===== config.mk =====
export PLATFORM = sky130hd
export DESIGN_NAME = buck_gate_drive_decode
export DESIGN_NICKNAME = d
export VERILOG_FILES = /design/src/bgd_pkg.sv /design/src/buck_gate_drive_decode.sv /design/src/bgd_pulse_classifier.sv
export SDC_FILE = /design/constraint.sdc
export NUM_CORES = 1
export LEC_CHECK = 0
export BUFFER_PORTS_ARGS = -buffer_cell sky130_fd_sc_hd__buf_4
export CAP_MARGIN = 20
export CORE_MARGIN = 2
export CORE_UTILIZATION = 37
export DETAILED_ROUTE_END_ITERATION = 12
export PLACE_DENSITY = 0.6
export SYNTH_ARGS = -nofsm -noshare
export SYNTH_HDL_FRONTEND = slang
export SYNTH_SLANG_ARGS = --single-unit

===== constraint.sdc =====
create_clock -name core_clk -period 4.6 [get_ports core_clk]
set_input_delay 0.23 -clock core_clk [delete_from_list [all_inputs] [get_ports core_clk]]
set_output_delay 0.23 -clock core_clk [all_outputs]
set_load 0.01 [all_outputs]

===== src/bgd_pkg.sv =====
package bgd_pkg;

  // --------------------------------------------------------------------------
  // Clock and timing
  // --------------------------------------------------------------------------
  localparam int CLK_PERIOD_NS     = 40;
  // Minimum dead time between one switch turning off and the other turning on
  localparam int DEAD_TIME_NS      = 80;
  localparam int DEAD_CYCLES       =
    (DEAD_TIME_NS + CLK_PERIOD_NS - 1) / CLK_PERIOD_NS;
  // Mid-band dwell before three-state entry; arbitrary plain default
  localparam int HOLDOFF_TIME_NS   = 400;
  localparam int HOLDOFF_CYCLES    =
    (HOLDOFF_TIME_NS + CLK_PERIOD_NS - 1) / CLK_PERIOD_NS;
  localparam int CNT_W             = 8;

  // --------------------------------------------------------------------------
  // Pulse input classes
  // --------------------------------------------------------------------------
  typedef enum logic [1:0] {
    PULSE_LOW  = 2'h0,
    PULSE_HIGH = 2'h1,
    PULSE_MID  = 2'h2
  } bgd_class_type;

  // --------------------------------------------------------------------------
  // Drive states
  // --------------------------------------------------------------------------
  typedef enum logic [4:0] {
    ST_OFF      = 5'h01,
    ST_HIGH_ON  = 5'h02,
    ST_LOW_ON   = 5'h04,
    ST_DEAD     = 5'h08,
    ST_TRISTATE = 5'h10
  } bgd_state_type;

endpackage


===== src/buck_gate_drive_decode.sv =====
`timescale 1ns/1ns
//
// Contract
// - Synchronous mode, pulse high: high-side switch on, low-side off.
// - Synchronous mode, pulse low: high-side off, low-side on.
// - Synchronous mode inserts dead time before the complementary switch.
// - Non-synchronous mode: pulse drives only high side; low side off.
// - Pulse in mid band past the hold-off time: both switches off.
// - Three-state detection overrides the rectifier-enable input.
module buck_gate_drive_decode (
  input  wire logic core_clk,
  input  wire logic reset_n,
  input  wire logic pulseAboveHigh,
  input  wire logic pulseBelowLow,
  input  wire logic sync_rectifier_enable,
  output logic      high_side_switch,
  output logic      low_side_switch,
  output logic      tristateActive
);

  // --------------------------------------------------------------------------
  // Input conditioning
  // --------------------------------------------------------------------------
  bgd_pkg::bgd_class_type pulseClass;
  logic                   enableSyncFirst_reg;
  logic                   enableSyncFirst_next;
  logic                   enableSync_reg;
  logic                   enableSync_next;

  bgd_pulse_classifier u_classifier (
    .core_clk       (core_clk),
    .reset_n        (reset_n),
    .pulseAboveHigh (pulseAboveHigh),
    .pulseBelowLow  (pulseBelowLow),
    .pulseClass     (pulseClass)
  );

  // The enable is a pin level as well and gets the same two flops; the
  // extra latency only delays a change of mode
  always_comb begin
    enableSyncFirst_next = sync_rectifier_enable;
    enableSync_next      = enableSyncFirst_reg;
  end

  always_ff @(posedge core_clk) begin
    if (!reset_n) begin
      enableSyncFirst_reg <= 1'h0;
      enableSync_reg      <= 1'h0;
    end else begin
      enableSyncFirst_reg <= enableSyncFirst_next;
      enableSync_reg      <= enableSync_next;
    end
  end

  // --------------------------------------------------------------------------
  // Counter helper
  // --------------------------------------------------------------------------
  function automatic logic [bgd_pkg::CNT_W-1:0] count_step(
    input logic [bgd_pkg::CNT_W-1:0] count
  );
    return count + 1'b1;
  endfunction

  // --------------------------------------------------------------------------
  // Three-state hold-off
  // --------------------------------------------------------------------------
  logic [bgd_pkg::CNT_W-1:0] holdCount_reg;
  logic [bgd_pkg::CNT_W-1:0] holdCount_next;
  logic                      holdExpired;

  localparam logic [bgd_pkg::CNT_W-1:0] HOLD_LIMIT =
    bgd_pkg::CNT_W'(bgd_pkg::HOLDOFF_CYCLES);

  // Any clean low or high level restarts the dwell, so glitches through the
  // band while switching never accumulate
  always_comb begin
    holdCount_next = holdCount_reg;
    if (pulseClass != bgd_pkg::PULSE_MID)
      holdCount_next = '0;
    else if (holdCount_reg < HOLD_LIMIT)
      holdCount_next = count_step(holdCount_reg);
  end

  // Saturates at the limit so a long float never wraps back to zero; the
  // dwell is only resolved to one clock period
  assign holdExpired = (holdCount_reg >= HOLD_LIMIT);

  always_ff @(posedge core_clk) begin
    if (!reset_n)
      holdCount_reg <= '0;
    else
      holdCount_reg <= holdCount_next;
  end

  // --------------------------------------------------------------------------
  // Drive state machine
  // --------------------------------------------------------------------------
  localparam logic [bgd_pkg::CNT_W-1:0] DEAD_LIMIT =
    bgd_pkg::CNT_W'(bgd_pkg::DEAD_CYCLES);

  bgd_pkg::bgd_state_type    state_reg;
  bgd_pkg::bgd_state_type    state_next;
  logic [bgd_pkg::CNT_W-1:0] deadCount_reg;
  logic [bgd_pkg::CNT_W-1:0] deadCount_next;
  logic                      highSide_next;
  logic                      lowSide_next;
  logic                      highSide_reg;
  logic                      lowSide_reg;
  logic                      tristate_reg;
  logic                      tristate_next;
  logic                      pulseHigh;
  logic                      pulseLow;

  assign pulseHigh = (pulseClass == bgd_pkg::PULSE_HIGH);
  assign pulseLow  = (pulseClass == bgd_pkg::PULSE_LOW);

  // Picks the drive once both switches are known to be off. A mid-band
  // level gives the fallback, so an edge crossing the band never turns a
  // switch on by itself
  function automatic bgd_pkg::bgd_state_type settle_state(
    input logic                   isHigh,
    input logic                   isLow,
    input logic                   syncMode,
    input bgd_pkg::bgd_state_type fallback
  );
    bgd_pkg::bgd_state_type result;
    result = fallback;
    if (isHigh)
      result = bgd_pkg::ST_HIGH_ON;
    else if (isLow && syncMode)
      result = bgd_pkg::ST_LOW_ON;
    else if (isLow)
      result = bgd_pkg::ST_OFF;
    return result;
  endfunction

  // A mid-band level before hold-off expiry keeps the previous drive: the
  // input passes through the band on every edge and must not chop pulses
  always_comb begin
    state_next     = state_reg;
    deadCount_next = deadCount_reg;
    if (holdExpired) begin
      state_next     = bgd_pkg::ST_TRISTATE;
      deadCount_next = '0;
    end else begin
      unique case (state_reg)
        bgd_pkg::ST_OFF, bgd_pkg::ST_TRISTATE: begin
          // Both switches off already, so dead time has elapsed except right after ST_LOW_ON exits on enable low
          state_next = settle_state(pulseHigh, pulseLow, enableSync_reg,
                                    state_reg);
        end
        // Also taken in non-synchronous mode, so the next pulse still
        // waits out the dead time
        bgd_pkg::ST_HIGH_ON: begin
          if (pulseLow) begin
            state_next     = bgd_pkg::ST_DEAD;
            deadCount_next = '0;
          end
        end
        // Enable low drops the low side at once: turning a switch off
        // needs no dead time
        bgd_pkg::ST_LOW_ON: begin
          if (!enableSync_reg)
            state_next = bgd_pkg::ST_OFF;
          else if (pulseHigh) begin
            state_next     = bgd_pkg::ST_DEAD;
            deadCount_next = '0;
          end
        end
        bgd_pkg::ST_DEAD: begin
          deadCount_next = count_step(deadCount_reg);
          if (count_step(deadCount_reg) >= DEAD_LIMIT) begin
            deadCount_next = '0;
            state_next     = settle_state(pulseHigh, pulseLow,
                                          enableSync_reg, bgd_pkg::ST_OFF);
          end
        end
        // A code outside the one-hot set is an upset: park both switches
        // off and let the next clean level decide
        default: begin
          state_next     = bgd_pkg::ST_OFF;
          deadCount_next = '0;
        end
      endcase
    end
  end

  // --------------------------------------------------------------------------
  // Output registers
  // --------------------------------------------------------------------------
  // Decoding the next state keeps every gate one flop from the pins with
  // no extra cycle of latency
  always_comb begin
    highSide_next = (state_next == bgd_pkg::ST_HIGH_ON);
    lowSide_next  = (state_next == bgd_pkg::ST_LOW_ON);
    tristate_next = (state_next == bgd_pkg::ST_TRISTATE);
  end

  always_ff @(posedge core_clk) begin
    if (!reset_n) begin
      state_reg     <= bgd_pkg::ST_OFF;
      deadCount_reg <= '0;
      highSide_reg  <= 1'h0;
      lowSide_reg   <= 1'h0;
      tristate_reg  <= 1'h0;
    end else begin
      state_reg     <= state_next;
      deadCount_reg <= deadCount_next;
      highSide_reg  <= highSide_next;
      lowSide_reg   <= lowSide_next;
      tristate_reg  <= tristate_next;
    end
  end

  assign high_side_switch = highSide_reg;
  assign low_side_switch  = lowSide_reg;
  assign tristateActive   = tristate_reg;

endmodule


===== src/bgd_pulse_classifier.sv =====
`timescale 1ns/1ns
// Synchronises the comparator outputs and sorts the pulse input into classes
module bgd_pulse_classifier (
  input  wire logic                   core_clk,
  input  wire logic                   reset_n,
  input  wire logic                   pulseAboveHigh,
  input  wire logic                   pulseBelowLow,
  output bgd_pkg::bgd_class_type      pulseClass
);

  logic [1:0] syncFirst_reg;
  logic [1:0] syncFirst_next;
  logic [1:0] syncSecond_reg;
  logic [1:0] syncSecond_next;
  bgd_pkg::bgd_class_type classValue;

  always_comb begin
    syncFirst_next  = {pulseAboveHigh, pulseBelowLow};
    syncSecond_next = syncFirst_reg;
  end

  always_ff @(posedge core_clk) begin
    if (!reset_n) begin
      // Reset to the low class, so nothing counts toward the hold-off
      syncFirst_reg  <= 2'h1;
      syncSecond_reg <= 2'h1;
    end else begin
      syncFirst_reg  <= syncFirst_next;
      syncSecond_reg <= syncSecond_next;
    end
  end

  // Both comparators set cannot be a real level; treat it as low (safe side)
  always_comb begin
    if (syncSecond_reg[0])
      classValue = bgd_pkg::PULSE_LOW;
    else if (syncSecond_reg[1])
      classValue = bgd_pkg::PULSE_HIGH;
    else
      classValue = bgd_pkg::PULSE_MID;
  end

  assign pulseClass = classValue;

endmodule


# --- Word level (Yosys, flattened, before mapping) ---
# Index checks and enable logic that the tools add are counted.
word_totals:
  reg_bits: 30
  inputBits: 5
  wordCells: 54
op_classes:
  addsub: 2
  order_cmp: 3
  n_eq_ne: 13
  mux: 18
  n_bitwise: 2
  reduce_logical: 6
op_table:
  columns: ["operator", "count"]
  rows:
  - ["$mux 5", 8]
  - ["$mux 8", 4]
  - ["$pmux 8 s4", 1]
  - ["$pmux 5 s4", 1]
  - ["$add 8x1->8 const B", 2]
  - ["$eq 5x2->1 const B", 2]
  - ["$eq 5x3->1 const B", 2]
  - ["$eq 5x5->1 const B", 2]
  - ["$ge 8x2->1 const B", 1]
  - ["$ge 8x4->1 const B", 1]
  - ["$lt 8x4->1 const B", 1]
  - ["$ne 2x2->1 const B", 4]
  - ["$mux 3", 2]
  - ["$reduce_or 2->1", 3]
  - ["$eq 5x1->1 const B", 1]
  - ["$eq 5x4->1 const B", 1]
  - ["$mux 2", 2]
  - ["$reduce_and 4->1", 1]
  - ["$eq 2x1->1 const B", 1]
  - ["$logic_not 2->1", 1]
  - ["$not 1->1", 2]
  - ["$logic_and 1x1->1", 1]

# --- Longest topological paths before layout ---
depth:
  word_depth: 10
  ltp_mapped: 7
  depth_no_buf: 7

# --- Hierarchy ---
# A second synthesis with hierarchy kept.
hier_totals:
  hier_cells: 167
  area_unflattened_um2: 1521.5
by_module_without_submodules:
  columns: ["mod", "instances", "cells_each", "area_per_inst_um2", "seq_area_each_um2"]
  rows:
  - ["buck_gate_drive_decode", 1, 157, 1406.3, 520.5]
  - ["bgd_pulse_classifier", 1, 10, 115.1, 80.1]

# --- Least setup slack after synthesis ---
# No wires, ideal clock.
synth_path:
  kind: "flip-flop to flip-flop"
  from: "register holdCount_reg[0] in the netlist's numbering"
  to: "register lowSide_reg, in the netlist low_side_switch"
  setup_ns: 0.091
  arrival_time_ns: 1.513
  slack_ns: 2.996
  path_stages_with_launch: 7
  n_path_buf: 0
  synth_period_minus_slack_ns: 1.604
  cell_sequence: "dfxtp_1 > inv_1 > ha_1 > o31ai_1 > nand3_1 > a221o_1 > a311oi_1"
synth_between:
  elab_chain_cells: 3
synth_lines:
  columns: ["item", "line_no", "source"]
  rows:
  - ["from (decl)", "buck_gate_drive_decode.sv:67", "logic [bgd_pkg::CNT_W-1:0] holdCount_reg;"]
  - ["from (signal assigned)", "buck_gate_drive_decode.sv:92", "holdCount_reg <= holdCount_next;"]
  - ["$ge 8x4->1", "buck_gate_drive_decode.sv:86", "assign holdExpired = (holdCount_reg >= HOLD_LIMIT);"]
  - ["$mux 5", "buck_gate_drive_decode.sv:142", "if (holdExpired) begin"]
  - ["$eq 5x3->1", "buck_gate_drive_decode.sv:195", "lowSide_next = (state_next == bgd_pkg::ST_LOW_ON);"]
  - ["to (signal assigned)", "buck_gate_drive_decode.sv:210", "lowSide_reg <= lowSide_next;"]
  - ["to (decl)", "buck_gate_drive_decode.sv:108", "logic lowSide_reg;"]
# No other way between the ends.
# A chain may end at the register's enable or synchronous reset.

# --- Worst setup path in the final report ---
# Same ends and word-level chain as after synthesis.

==> flow_summary.json <==
{
  "seqCellArea_um2": 601,
  "h-tree-depth": 2,
  "cts.sinks": 30,
  "dp_hpwl_um": 1890,
  "grt_antenna_before_repair": 0,
  "power.leakage_uw": 0.000617,
  "place_congestion": 0.916,
  "ys_seq_elements": 30,
  "worstPathArrival_ps": 2110,
  "outcome": "finished clean",
  "rows": 22,
  "drv_slew": 0,
  "die-width_um": 64.6,
  "maxCapViolations": 0,
  "power.internal_uw": 397,
  "drtPass1Iterations": 5,
  "top_level_ports": 8,
  "synth_edf_count": 0,
  "synth_cell_type_count": 37,
  "syn_area_um2": 1360,
  "utilization_pct": 43.1,
  "p_per_area_nw_per_um2": 333,
  "clock_tree.root_cell": "clkbuf_8",
  "tightest_slew_ps": 468,
  "p_clk_share_pct": 42.9,
  "netlist_instances": 147,
  "area_growth_pct": 14.4,
  "clock_latency_ps": 290,
  "n_antenna_cell": 0,
  "cts_max_path_buffers": 2,
  "hold_viol_final": 0,
  "finalClockSkew_ps": 6.02,
  "grt_pass1_vias": 1066,
  "slew_headroom_pct": 68.0,
  "setup_violations": 0,
  "dp_cells": 199,
  "cts_resized": 0,
  "ant_nets": 0,
  "initial_core_util_pct": 37.6,
  "syn_area_per_cell_um2": 9.24,
  "cp.required_ps": 4790,
  "core_um2": 3610,
  "fmax_ghz": 0.520,
  "fin_crit_sh_pct": 41.8,
  "min_period_ps": 1920,
  "crit_path_start_kind": "flop",
  "wl_per_cell_um": 12.4,
  "die_h_um": 64.6,
  "min_path_cells": 2,
  "syn-num-nets": 156,
  "grt_util_all_layers_pct": 15.1,
  "overflow": 0,
  "port_buffers": 7,
  "drtIter0Drc": 53,
  "r2r_end": "low_side_switch",
  "vias_per_cell": 5.21,
  "vias": 1079,
  "setup_ws_ps": 2680,
  "async_reset_ff_share_pct": 0,
  "worstSetupEndpointType": "flop",
  "grt_first_pass_wirelength_um": 4750,
  "p_sw_share_pct": 23.3,
  "numCtsBuffers": 5,
  "crit_fanout": 5,
  "synth_seq_area_share_pct": 44.2,
  "synth-main-ff-cell": "dfxtp_1",
  "post_cts_buffers": 0,
  "multi_input_area_um2": 722,
  "cts.clk_slew.worst_paths_ps": 60,
  "endpoint": "low_side_switch",
  "r2r_setup_slack_ps": 2680,
  "comb_power_share_pct": 5.3,
  "ir_drop_mv": 0.155,
  "rsz0062_at_grt": "no",
  "final_cell_mix": "dfxtp_1, and2_1, and3_1, nor2_1, nand2_1",
  "path_class": "flop to flop",
  "ff2ff_path_depth": 6,
  "seq_power_share_pct": 51.8,
  "ys_warn_count": 0,
  "wirelength_um": 2570,
  "die_area_um2": 4170,
  "crit_start": "holdCount_reg[0]",
  "drc": 0,
  "cts_hold_buf": 0,
  "final_common_cell": "dfxtp_1",
  "pre_cts_slack_ps": 2670,
  "layout.nets": 167,
  "final_layout_size_suffix_gt1_share_pct": 12.6,
  "cts_tree": "yes",
  "r2r-start": "holdCount_reg[0]",
  "switchingPower_uw": 121,
  "hold_ws_ps": 135,
  "finalSetupTns_ps": 0,
  "fin_cells": 207,
  "fill_cells": 355,
  "grt_max_degree": 17,
  "hp-class": "primary input to flop"
}
-- cells in the mapped netlist (3+ instances only) --
| cell | number | area [um^2] |
|---|---|---|
| a211oi_1 | 3 | 22.5 |
| a21oi_1 | 5 | 25.0 |
| a311oi_1 | 3 | 26.3 |
| a31oi_1 | 4 | 25.0 |
| and2_1 | 10 | 62.6 |
| and3_1 | 9 | 56.3 |
| dfxtp_1 | 30 | 601 |
| ha_1 | 4 | 50.1 |
| inv_1 | 6 | 22.5 |
| nand2_1 | 8 | 30.0 |
| nand2b_1 | 5 | 31.3 |
| nor2_1 | 9 | 33.8 |
| nor2b_1 | 4 | 25.0 |
| nor3_1 | 7 | 35.0 |
| o21a_1 | 4 | 30.0 |
| o21ai_0 | 5 | 25.0 |
| o31ai_1 | 3 | 22.5 |
| xnor2_1 | 5 | 43.8 |
-- logic make-up after synthesis --
kind of cell / Yosys count / synth area share [%]
compound gates: 36 / 19.3
xor+xnor: 5 / 3.23
fa+ha+maj: 4 / 3.69
buf+inv: 9 / 2.58
flops: 30 / 44.2
simple gates: 63 / 27.0
-- critical path, cell delays in order (launching register included) --
cell,delay [ps]
dfxtp_1,360
inv_1,80
ha_1,190
o31ai_1,340
nand3_1,200
a221o_1,370
a311oi_1,280
-- worst min-delay path by stage --
stage          slack [ps]                     startpoint                        endpoint
2_1_floorplan         300                        reset_n   u_classifier.syncFirst_reg[0]
4_1_cts               130                  pulseBelowLow   u_classifier.syncFirst_reg[0]
3_3_place_gp          390  u_classifier.syncFirst_reg[0]  u_classifier.syncSecond_reg[0]
5_1_grt               130                  pulseBelowLow   u_classifier.syncFirst_reg[0]
6_report              130                  pulseBelowLow   u_classifier.syncFirst_reg[0]
3_5_place_dp          390  u_classifier.syncFirst_reg[0]  u_classifier.syncSecond_reg[0]
-- routing by layer --
layer,vias up,global-route usage (%),wire length (um)
met4,0,10.1,84
met1,483,18.4,1200
li1,563,-,-
met3,8,5.56,129
met5,-,0,0
met2,25,22.0,1150
-- per-stage QoR --
stage | cell area (um^2) | power, uW
6_report | 1550 | 518
3_5_place_dp | 1460 | 301
4_1_cts | 1550 | 525
5_1_grt | 1550 | 546
3_3_place_gp | 1460 | 301
2_1_floorplan | 1360 | 293
-- area by class of cell --
cell class | count | area share, %
multi-input combinational | 108 | 46.5
sequential | 30 | 38.7
clock buffer | 6 | 5.32
tap | 48 | 3.87
clock inverter | 2 | 0.806
inverter | 6 | 1.45
timing repair buffer | 7 | 3.38
-- power groups by stage --
stage / logic (uW) / clock network, uW / registers (uW)
floorplan: 20.2 / 0 / 272
global placement: 26.8 / 0 / 274
detailed placement: 27.3 / 0 / 274
CTS: 27.5 / 230 / 268
global route: 31.7 / 246 / 269
finish: 27.5 / 222 / 268
(Power assumes the default switching activity.)
